[config.mk]
export PLATFORM = sky130hd
export DESIGN_NAME = pccr_cmd_regs
export DESIGN_NICKNAME = d
export VERILOG_FILES = /design/src/pccr_pkg.sv /design/src/pccr_cmd_regs.sv
export SDC_FILE = /design/constraint.sdc
export NUM_CORES = 1
export LEC_CHECK = 0
export ABC_CLOCK_PERIOD_IN_PS = 4400
export BUFFER_PORTS_ARGS = -buffer_cell sky130_fd_sc_hd__buf_2
export CAP_MARGIN = 30
export CORE_MARGIN = 2
export CORE_UTILIZATION = 37
export DETAILED_ROUTE_END_ITERATION = 8
export PLACE_DENSITY = 0.51
export RECOVER_POWER = 25
export SYNTH_ARGS = -nofsm -noshare
export SYNTH_HDL_FRONTEND = slang
export SYNTH_SLANG_ARGS = --single-unit
[constraint.sdc]
create_clock -name ref_clk_in -period 4.4 [get_ports ref_clk_in]
set_input_delay 0 -clock ref_clk_in [delete_from_list [all_inputs] [get_ports ref_clk_in]]
set_output_delay 0 -clock ref_clk_in [all_outputs]
set_load 0.03 [all_outputs]
[src/pccr_pkg.sv]
// package: command codes, field layout, reset values and carrier types
package pccr_pkg;
  // command sub-addresses
  localparam logic [7:0] CMD_VSYNC_HINT = 8'h0A;
  localparam logic [7:0] CMD_INDEX_CLK  = 8'h0B;
  localparam logic [7:0] CMD_HW_PROBE   = 8'h0C;
  localparam logic [7:0] CMD_FW_PROBE   = 8'h0D;
  localparam logic [7:0] CMD_DBG_MASK   = 8'h0E;
  localparam logic [7:0] CMD_USB_DBG    = 8'h0F;
  localparam logic [7:0] CMD_FLIP       = 8'h10;
  localparam logic [7:0] CMD_PATTERN    = 8'h11;
  localparam logic [7:0] CMD_TIMING     = 8'h12;
  localparam logic [7:0] CMD_RD_SELECT  = 8'h15;
  // field positions
  localparam int ROLE_BIT    = 15;
  localparam int POINT_LO    = 8;
  localparam int USB_EN_BIT  = 16;
  localparam int VFLIP_BIT   = 1;
  localparam int HFLIP_BIT   = 0;
  localparam int READY_BIT   = 0;
  localparam logic [4:0] HW_CODE_MAX = 5'h0C;
  localparam logic [4:0] FW_CODE_MAX = 5'h07;
  localparam logic [3:0] PATTERN_LIMIT = 4'hA;
  // writable debug categories; everything else is reserved
  localparam logic [47:0] DBG_WR_MASK = 48'h0010_F0EF_FFFF;
  localparam logic [15:0] PROBE_WR_MASK = 16'h871F;
  // values after reset
  localparam logic [15:0] HINT_RST    = 16'h0000;
  localparam logic [47:0] MASK_RST    = 48'h0000_0000_0000;
  localparam logic [23:0] TIMING_RST  = 24'h00_0000;
  localparam logic [3:0]  PATTERN_RST = 4'h0;
  // cycles the ready output stays low after a command is taken
  localparam int EXEC_CYCLES = 4;
  localparam int SEQ_CLK_HZ_DEF = 100_000_000;

  typedef struct packed {
    logic       secondary;
    logic [2:0] point;
    logic [4:0] code;
  } pccr_probe_sel_t;

  typedef struct packed {
    logic [7:0] clock_rate;
    logic [7:0] vertical_blank;
    logic [7:0] frame_rate;
  } pccr_tpg_timing_t;

  typedef struct packed {
    logic        en;
    logic [15:0] buf_size;
  } pccr_usb_dbg_t;

  // data bytes a write needs; zero means not writable
  function automatic logic [2:0] cmd_len(input logic [7:0] c);
    unique case (c)
      CMD_VSYNC_HINT, CMD_HW_PROBE, CMD_FW_PROBE: cmd_len = 3'd2;
      CMD_DBG_MASK:                               cmd_len = 3'd6;
      CMD_USB_DBG, CMD_TIMING:                    cmd_len = 3'd3;
      CMD_FLIP, CMD_PATTERN, CMD_RD_SELECT:       cmd_len = 3'd1;
      default:                                    cmd_len = 3'd0;
    endcase
  endfunction

  // pack a probe command into its table entry
  function automatic pccr_probe_sel_t probe_sel(input logic [15:0] v);
    probe_sel = '{secondary: v[ROLE_BIT], point: v[10:8], code: v[4:0]};
  endfunction
endpackage

[src/pccr_cmd_regs.sv]
// command registers 0x0A..0x12 of the projector controller
// Notes on behaviour
// - 16-bit read/write vsync frequency hint for the wheel lock, reset zero
// - read-only period is difference of two successive index captures
// - read-only frequency is sequence clock rate divided by the period
// - newest hardware probe command for a point replaces earlier ones
// - bit 15 picks primary (0) or secondary (1) controller
// - bits 10..8 pick one of eight probe points
// - hardware codes 0..12 route wheel, sequence and aux signals
// - firmware codes 0..7 route firmware activity markers
// - all ones enables every debug category, zeros disable; reset zero
// - each listed debug mask bit enables one message category
// - low two bytes hold string size allocated and used
// - usb debug: bit 16 enable, bits 15..0 buffer size, write only
// - orientation bit 1 mirrors vertically, reset off
// - orientation bit 0 mirrors horizontally, reset off
// - pattern 0..9 loads pattern, shows test pattern, stops autolock
// - pattern ten or above disables the pattern generator
// - timing holds clock rate, vertical blank, frame rate, reset zero
// - ready output held low while a taken command executes
// - reads return two status bytes then the selected register
module pccr_cmd_regs
  import pccr_pkg::*;
#(
  parameter int SEQ_CLK_HZ = pccr_pkg::SEQ_CLK_HZ_DEF
) (
  input  wire logic                       ref_clk_in,
  input  wire logic                       rstn_in,
  input  wire logic                       cmd_start_in,
  input  wire logic                       cmd_byte_valid_in,
  input  wire logic [7:0]                 cmd_byte_in,
  input  wire logic                       cmd_stop_in,
  input  wire logic                       rd_start_in,
  input  wire logic                       rd_next_in,
  output logic [7:0]                      rd_byte_out,
  output logic                            controller_ready_n_out,
  input  wire logic                       unit_is_secondary_in,
  input  wire logic                       wheel_index_in,
  input  wire logic [12:0]                hw_probe_src_in,
  input  wire logic [7:0]                 fw_probe_src_in,
  output logic [7:0]                      hw_probe_out,
  output logic [7:0]                      fw_probe_out,
  output logic [15:0]                     wheel_vsync_hint_out,
  output logic [47:0]                     debug_message_mask_out,
  output pccr_pkg::pccr_usb_dbg_t         usb_debug_out,
  output logic                            vertical_mirror_en_out,
  output logic                            horizontal_mirror_en_out,
  output logic [3:0]                      pattern_number_out,
  output logic                            pattern_load_out,
  output logic                            pattern_disable_out,
  output logic                            autolock_stop_out,
  output logic                            test_pattern_active_out,
  output pccr_pkg::pccr_tpg_timing_t      pattern_timing_out
);
  import pccr_pkg::*;

  // elaboration check: the divider needs a positive clock rate
  if (SEQ_CLK_HZ < 1) begin : g_bad_rate
    $error("sequence clock rate must be positive");
  end

  typedef enum logic {DIV_IDLE, DIV_RUN} pccr_div_st_t;

  logic              open_r, busy, commit;
  logic [7:0]        sub_r, rd_sel_r;
  logic [2:0]        cnt_r;
  logic [47:0]       sh_r;
  logic [3:0]        exec_r;
  pccr_probe_sel_t   hw_tab_r [8];
  pccr_probe_sel_t   fw_tab_r [8];
  logic [15:0]       hw_last_r, fw_last_r;
  logic [1:0]        flip_r;
  logic              idx_d_r, cap_ok_r, idx_edge;
  logic [31:0]       timer_r, cap_r, period_r, freq_r;
  pccr_div_st_t      div_st_r;
  logic [31:0]       dvd_r, quo_r, dvs_r;
  logic [32:0]       rem_r, rem_sh;
  logic [4:0]        step_r;
  logic [3:0]        rd_ptr_r, rd_ptr_nxt;
  logic [63:0]       rdata;
  logic [79:0]       rbuf;

  assign busy = (exec_r != 4'h0);
  assign controller_ready_n_out = !busy; // driven low while a command executes
  // a write is taken only if enough bytes came; extras were dropped
  assign commit = cmd_stop_in && open_r && !busy && cnt_r >= cmd_len(sub_r)
                  && cmd_len(sub_r) != 3'd0;

  // byte collection; bytes arriving while busy are refused
  always_ff @(posedge ref_clk_in or negedge rstn_in) begin
    if (!rstn_in) begin
      open_r <= 1'b0;
      sub_r  <= 8'h00;
      cnt_r  <= 3'd0;
      sh_r   <= '0;
    end else if (busy || cmd_stop_in) begin
      open_r <= 1'b0;
    end else if (cmd_start_in) begin
      open_r <= 1'b1;
      sub_r  <= 8'h00;
      cnt_r  <= 3'd0;
    end else if (open_r && cmd_byte_valid_in) begin
      if (cnt_r == 3'd0 && sub_r == 8'h00) begin
        sub_r <= cmd_byte_in;
        cnt_r <= 3'd0;
        open_r <= (cmd_byte_in != 8'h00);
      end else if (cnt_r < cmd_len(sub_r)) begin
        sh_r  <= {sh_r[39:0], cmd_byte_in};
        cnt_r <= cnt_r + 3'd1;
      end
    end
  end

  // execution time during which the ready line is low
  always_ff @(posedge ref_clk_in or negedge rstn_in) begin
    if (!rstn_in)   exec_r <= 4'h0;
    else if (commit) exec_r <= 4'(EXEC_CYCLES);
    else if (busy)  exec_r <= exec_r - 4'h1;
  end

  // plain stored registers; reserved bits never stored
  always_ff @(posedge ref_clk_in or negedge rstn_in) begin
    if (!rstn_in) begin
      wheel_vsync_hint_out   <= HINT_RST;
      debug_message_mask_out <= MASK_RST;
      usb_debug_out          <= '0;
      flip_r                 <= 2'b00;
      pattern_timing_out     <= TIMING_RST;
      rd_sel_r               <= 8'h00;
    end else if (commit) begin
      unique case (sub_r)
        CMD_VSYNC_HINT: wheel_vsync_hint_out <= sh_r[15:0];
        // categories and string sizes, reserved cleared
        CMD_DBG_MASK: debug_message_mask_out <= sh_r & DBG_WR_MASK;
        CMD_USB_DBG: usb_debug_out <= '{en: sh_r[USB_EN_BIT],
                                        buf_size: sh_r[15:0]};
        CMD_FLIP: flip_r <= {sh_r[VFLIP_BIT], sh_r[HFLIP_BIT]};
        CMD_TIMING: pattern_timing_out <= sh_r[23:0];
        CMD_RD_SELECT: rd_sel_r <= sh_r[7:0];
        default: ;
      endcase
    end
  end
  assign vertical_mirror_en_out   = flip_r[1];
  assign horizontal_mirror_en_out = flip_r[0];

  // probe tables, one entry per point; last writer for a point wins
  always_ff @(posedge ref_clk_in or negedge rstn_in) begin
    if (!rstn_in) begin
      for (int i = 0; i < 8; i++) begin
        hw_tab_r[i] <= '0;
        fw_tab_r[i] <= '0;
      end
      hw_last_r <= 16'h0000;
      fw_last_r <= 16'h0000;
    end else if (commit && sub_r == CMD_HW_PROBE) begin
      hw_tab_r[sh_r[10:8]] <= probe_sel(sh_r[15:0]);
      hw_last_r <= sh_r[15:0] & PROBE_WR_MASK;
    end else if (commit && sub_r == CMD_FW_PROBE) begin
      fw_tab_r[sh_r[10:8]] <= probe_sel(sh_r[15:0]);
      fw_last_r <= sh_r[15:0] & PROBE_WR_MASK;
    end
  end

  // routing; a point aimed at the other controller stays low
  always_ff @(posedge ref_clk_in or negedge rstn_in) begin
    if (!rstn_in) begin
      hw_probe_out <= 8'h00;
      fw_probe_out <= 8'h00;
    end else begin
      for (int i = 0; i < 8; i++) begin
        hw_probe_out[i] <= (hw_tab_r[i].secondary == unit_is_secondary_in)
                           && hw_tab_r[i].code <= HW_CODE_MAX
                           && hw_probe_src_in[hw_tab_r[i].code[3:0]];
        fw_probe_out[i] <= (fw_tab_r[i].secondary == unit_is_secondary_in)
                           && fw_tab_r[i].code <= FW_CODE_MAX
                           && fw_probe_src_in[fw_tab_r[i].code[2:0]];
      end
    end
  end

  // pattern selection: low numbers load, ten and up disable
  always_ff @(posedge ref_clk_in or negedge rstn_in) begin
    if (!rstn_in) begin
      pattern_number_out      <= PATTERN_RST;
      pattern_load_out        <= 1'b0;
      pattern_disable_out     <= 1'b0;
      autolock_stop_out       <= 1'b0;
      test_pattern_active_out <= 1'b0;
    end else begin
      pattern_load_out    <= 1'b0;
      pattern_disable_out <= 1'b0;
      autolock_stop_out   <= 1'b0;
      if (commit && sub_r == CMD_PATTERN) begin
        pattern_number_out <= sh_r[3:0];
        if (sh_r[3:0] < PATTERN_LIMIT) begin
          pattern_load_out        <= 1'b1;
          autolock_stop_out       <= 1'b1;
          test_pattern_active_out <= 1'b1;
        end else begin
          pattern_disable_out     <= 1'b1;
          test_pattern_active_out <= 1'b0;
        end
      end
    end
  end

  // index capture against a free timer; wrap is harmless in the difference
  assign idx_edge = wheel_index_in && !idx_d_r;
  always_ff @(posedge ref_clk_in or negedge rstn_in) begin
    if (!rstn_in) begin
      idx_d_r  <= 1'b0;
      cap_ok_r <= 1'b0;
      timer_r  <= '0;
      cap_r    <= '0;
      period_r <= '0;
    end else begin
      idx_d_r <= wheel_index_in;
      timer_r <= timer_r + 32'h1;
      if (idx_edge) begin
        cap_r    <= timer_r;
        cap_ok_r <= 1'b1;
        if (cap_ok_r) period_r <= timer_r - cap_r;
      end
    end
  end

  // serial divider, one quotient bit a cycle; a zero period is skipped
  assign rem_sh = {rem_r[31:0], dvd_r[31]};
  always_ff @(posedge ref_clk_in or negedge rstn_in) begin
    if (!rstn_in) begin
      div_st_r <= DIV_IDLE;
      dvd_r    <= '0;
      dvs_r    <= '0;
      quo_r    <= '0;
      rem_r    <= '0;
      step_r   <= 5'd0;
      freq_r   <= '0;
    end else begin
      unique case (div_st_r)
        DIV_IDLE: begin
          if (idx_edge && cap_ok_r && timer_r != cap_r) begin
            dvd_r    <= 32'(SEQ_CLK_HZ);
            dvs_r    <= timer_r - cap_r;
            rem_r    <= '0;
            step_r   <= 5'd31;
            div_st_r <= DIV_RUN;
          end
        end
        DIV_RUN: begin
          dvd_r <= {dvd_r[30:0], 1'b0};
          if (rem_sh >= {1'b0, dvs_r}) begin
            rem_r <= rem_sh - {1'b0, dvs_r};
            quo_r <= {quo_r[30:0], 1'b1};
          end else begin
            rem_r <= rem_sh;
            quo_r <= {quo_r[30:0], 1'b0};
          end
          if (step_r == 5'd0) begin
            freq_r   <= {quo_r[30:0], (rem_sh >= {1'b0, dvs_r})};
            div_st_r <= DIV_IDLE;
          end
          step_r <= step_r - 5'd1;
        end
      endcase
    end
  end

  // read-back data, left aligned; write-only and unknown read as zero
  always_comb begin
    rdata = '0;
    unique case (rd_sel_r)
      CMD_VSYNC_HINT: rdata[63:48] = wheel_vsync_hint_out;
      CMD_INDEX_CLK:  rdata = {period_r, freq_r};
      CMD_HW_PROBE:   rdata[63:48] = hw_last_r;
      CMD_FW_PROBE:   rdata[63:48] = fw_last_r;
      CMD_DBG_MASK:   rdata[63:16] = debug_message_mask_out;
      CMD_FLIP:       rdata[63:56] = {6'h00, flip_r};
      CMD_PATTERN:    rdata[63:56] = {4'h0, pattern_number_out};
      CMD_TIMING:     rdata[63:40] = pattern_timing_out;
      default:        rdata = '0;
    endcase
  end
  assign rbuf = {7'h00, !busy, 8'h00, rdata};
  assign rd_ptr_nxt = rd_start_in ? 4'h0 : rd_ptr_r + 4'h1;

  // two status bytes, then register bytes most significant first
  always_ff @(posedge ref_clk_in or negedge rstn_in) begin
    if (!rstn_in) begin
      rd_ptr_r    <= 4'h0;
      rd_byte_out <= 8'h00;
    end else if (rd_start_in || (rd_next_in && rd_ptr_r < 4'd9)) begin
      rd_ptr_r    <= rd_ptr_nxt;
      rd_byte_out <= rbuf[79 - 8 * rd_ptr_nxt -: 8];
    end
  end

  property p_ready_low;
    @(posedge ref_clk_in) disable iff (!rstn_in)
      commit |=> (!controller_ready_n_out) [*4] ##1 controller_ready_n_out;
  endproperty
  a_ready_low: assert property (p_ready_low) else $error("ready timing wrong");

  property p_hint;
    @(posedge ref_clk_in) disable iff (!rstn_in)
      commit && sub_r == CMD_VSYNC_HINT |=> wheel_vsync_hint_out == $past(sh_r[15:0]);
  endproperty
  a_hint: assert property (p_hint) else $error("hint not stored");

  property p_period;
    @(posedge ref_clk_in) disable iff (!rstn_in)
      idx_edge && cap_ok_r |=> period_r == $past(timer_r) - $past(cap_r);
  endproperty
  a_period: assert property (p_period) else $error("period wrong");

  property p_freq;
    @(posedge ref_clk_in) disable iff (!rstn_in)
      div_st_r == DIV_RUN && step_r == 5'd0 |=> freq_r == 32'(SEQ_CLK_HZ) / dvs_r;
  endproperty
  a_freq: assert property (p_freq) else $error("frequency wrong");

  property p_probe_last;
    @(posedge ref_clk_in) disable iff (!rstn_in)
      commit && sub_r == CMD_HW_PROBE |=> hw_tab_r[$past(sh_r[10:8])].code == $past(sh_r[4:0]);
  endproperty
  a_probe_last: assert property (p_probe_last) else $error("probe not replaced");

  property p_role;
    @(posedge ref_clk_in) disable iff (!rstn_in)
      hw_probe_out[0] |-> $past(hw_tab_r[0].secondary == unit_is_secondary_in);
  endproperty
  a_role: assert property (p_role) else $error("probe on wrong unit");

  property p_mask_rsvd;
    @(posedge ref_clk_in) disable iff (!rstn_in)
      (debug_message_mask_out & ~DBG_WR_MASK) == 48'h0;
  endproperty
  a_mask_rsvd: assert property (p_mask_rsvd) else $error("reserved mask bit set");

  property p_flip;
    @(posedge ref_clk_in) disable iff (!rstn_in)
      commit && sub_r == CMD_FLIP |=> vertical_mirror_en_out == $past(sh_r[1])
        && horizontal_mirror_en_out == $past(sh_r[0]);
  endproperty
  a_flip: assert property (p_flip) else $error("flip not stored");

  property p_pat_off;
    @(posedge ref_clk_in) disable iff (!rstn_in)
      commit && sub_r == CMD_PATTERN && sh_r[3:0] >= PATTERN_LIMIT
        |=> pattern_disable_out && !pattern_load_out && !test_pattern_active_out;
  endproperty
  a_pat_off: assert property (p_pat_off) else $error("pattern not disabled");
endmodule // pccr_cmd_regs

==> impl_metrics.ini <==
[setup_path]
critPathMaxFanout = 11
crit_chain = nor2b_2, o21ai_0, a21oi_1, ha_1, nand2b_1, a21o_1, a21o_1, and3_1, and3_1, and2_1, nand3_1, mux2_2
worst-path-buf-inv = 0
cp_top_family = simple AND/OR/NAND/NOR gates
endpoint = fw_tab_r[0]
worstReg2RegStart = sub_r[0]
cp.arrival_ns = 4.23
r2r_slack_ns = 0.71
endpoint_kind = register
max_stage_delay_ns = 0.51
crit_start = sub_r[0]
cp_slowest_cell = dfrtp_1
critPathRequiredTime_ns = 4.94
cp.depth = 12
r2r_end = fw_tab_r[0]
reg2reg_depth = 12
worst-setup-path-type = register to register
startpoint_type = register

[route]
wl_per_cell_um = 21.2
antenna_left = 0
viasPerCell = 5.48
wl_mm = 79.2
firstDrtPassIters = 6
vias = 20400
drcViolationCount = 0
first_iter_violations = 1534

[power]
power_frac_seq_pct = 36.7
p_comb_share_pct = 32.5
ir_drop_uv = 382
pwr-share-clk_pct = 30.9
switchingPower_uw = 6260
p_sw_share_pct = 35.3
p_leak_uw = 0.0147
p_int_uw = 11500
cellPowerDensity_nw_per_um2 = 560

[clock_tree]
cts_tree = done
cts_resized = 0
clk_latency_ns = 0.66
clock_sinks = 544
htreeDepth = 2
clockBufferDepth = 3
cts-root-buf = clkbuf_16
clk_pin_slew_ns = 0.06
cts-buffers-inserted = 60
cts_setup_buffers = 0

[yosys]
synth_edf_count = 0
syn_inst = 2577
synth_area_um2 = 27700
yosysMostFrequentCell = dfrtp_1
ys_top_cells_by_count = dfrtp_1 (544), nand2_1 (390), mux2_2 (250)
ys_top_cells_by_area = dfrtp_1 (49%), mux2_2 (10%), nand2_1 (5.3%)
yosysWarningCount = 0
ys.flop_type = dfrtp_1
synth.distinct_cells = 88
yosys.area.top_type = dfrtp_1
async_flop_share_pct = 100
synth_top_area_share_pct = 49.1
yosysSeqAreaShare_pct = 49.1
syn_avg_cell_area_um2 = 10.8
ys_ff_latch = 544

[sta]
min_period_ns = 3.69
relSlewSlack_pct = -92.6
fmax_mhz = 271
finalSetupTns_ns = 0
rsz0062_at_grt = no
tightest_slew_ns = 2.89
finalCritPeriodShare_pct = 83.8
slew_viol_final = 103
setup_viol = 0
finalClockSkew_ns = 0.0352
finalHoldViolCount = 0
whs_ns = 0.0215

[grt]
grt_use_total_pct = 20.4
grt_max_degree = 121
antenna_found_initial = 1
grt_pass1_vias = 20400
grt_pass1_wl_mm = 124
globalRouteOverflowTotal = 0

[placement]
dp_hpwl_mm = 55.1
numPortBuffers = 157
gp_congestion = 0.842

[floorplan]
fp.dieArea_um2 = 77100
initial_core_util_pct = 37.3
coreArea_um2 = 74300
fp.dieW_um = 278
die_y_um = 278
placementRows = 100
num_io_pins = 178

[cells_and_area]
drive_gt1_share_pct = 21.0
fillers = 7206
area_growth_syn_to_layout_pct = 14.3
utilization_pct = 42.6
nets = 2823
regArea_um2 = 13600
multi_input_area_um2 = 13100

[flow_run]
drv_cap = 1

[status]
violations = max-capacitance violations, max-slew violations
status = finished with violations

[worst_hold_path]
hp-class = input port to register
[how the worst min path moves through the flow]
| stage | startpoint | to | cells after the start |
|---|---|---|---|
| 6_report | unit_is_secondary_in | fw_probe_out[4] | 3 |
| 3_3_place_gp | rstn_in | usb_debug_out[3] | 1 |
| 2_1_floorplan | rstn_in | autolock_stop_out | 0 |
| 4_1_cts | wheel_index_in | idx_d_r | 2 |
| 5_1_grt | unit_is_secondary_in | fw_probe_out[4] | 3 |
| 3_5_place_dp | wheel_index_in | idx_d_r | 1 |
[power by group through the flow]
| stage | Sequential, µW | Clock (µW) | Combinational, µW |
|---|---|---|---|
| 6_report | 6500 | 5480 | 5750 |
| 5_1_grt | 6620 | 5820 | 6450 |
| 4_1_cts | 6500 | 5620 | 5760 |
| 3_5_place_dp | 6580 | 0 | 5710 |
| 3_3_place_gp | 6550 | 0 | 5640 |
| 2_1_floorplan | 6290 | 0 | 4570 |
[logic make-up after synthesis]
logic type               Yosys count  synth area share (%)
adder cells (fa/ha/maj)           77                  3.53
AND/OR/NAND/NOR                  777                  13.4
AO/OA/AOI/OAI                    486                  11.2
multiplexers                     329                  15.3
buffers and inverters            253                  3.96
other                              1                0.0135
flip-flops                       544                  49.1
XOR/XNOR                         110                  3.47
[cell type report]
type / count / area share [%]
clock inverters: 34 / 1.51
flip-flops and latches: 544 / 43.0
inverters: 95 / 1.13
diodes: 1 / 0.00790
repair buffers: 208 / 3.77
well taps: 969 / 3.83
multi-input cells: 1799 / 41.4
clock buffers: 78 / 5.39
[flip-flops by register name, indices dropped and copies added, names as in the netlist, 29 cells and up]
signal	count
fw_tab_r	48
quo_r	31
rem_r	32
dvs_r	32
freq_r	32
period_r	32
cap_r	32
sh_r	29
timer_r	32
hw_tab_r	48
[through the flow]
stage | instances | setup slack [ns] | area, µm² | power [µW]
after floorplan | 2596 | 1.17 | 27800 | 10900
after global placement | 3597 | 0.796 | 29400 | 12200
after detailed placement | 3597 | 0.716 | 29400 | 12300
after CTS | 3726 | 0.702 | 31800 | 17900
after global routing | 3727 | 0.393 | 31700 | 18900
final | 3728 | 0.715 | 31700 | 17700
[cell usage in the layout, fill, tap and decap left out, types with 21 or more instances in the layout]
master	count
mux4_2	49
mux2i_1	21
clkbuf_1	74
clkbuf_16	60
a21oi_1	87
xor2_1	44
nand4_1	23
ha_1	75
nand2b_1	24
nand3_1	91
nor2_1	92
dfrtp_1	540
a21o_1	34
buf_2	86
nor3_1	31
inv_1	95
mux2_2	250
buf_4	29
xnor2_1	66
nand2_1	389
o21ai_0	172
[worst reg2reg max path, cell delays in order, from the launching register on]
cell and delay (ns):
dfrtp_1 0.51, nor2b_2 0.26, o21ai_0 0.26, a21oi_1 0.11, ha_1 0.28, nand2b_1 0.09
a21o_1 0.10, a21o_1 0.12, and3_1 0.42, and3_1 0.40, and2_1 0.36, nand3_1 0.29
mux2_2 0.38
[layer usage]
layer  wire length (µm)  global-route usage (%)  vias to the layer above  share of wire, %
li1                   -                       -                     9411                 -
met2              34700                    30.5                      532                44
met4               1710                    4.96                        2               2.2
met1              38700                    31.1                    10400                49
met3               3990                    2.88                       94               5.0
met5                 18                       0                        -             0.023
[repair_timing]
item	CTS	global route
endpoints found under the hold margin	128	0
endpoints found under the setup margin	0	0
hold buffers	17	0
(Power assumes the default switching activity.)
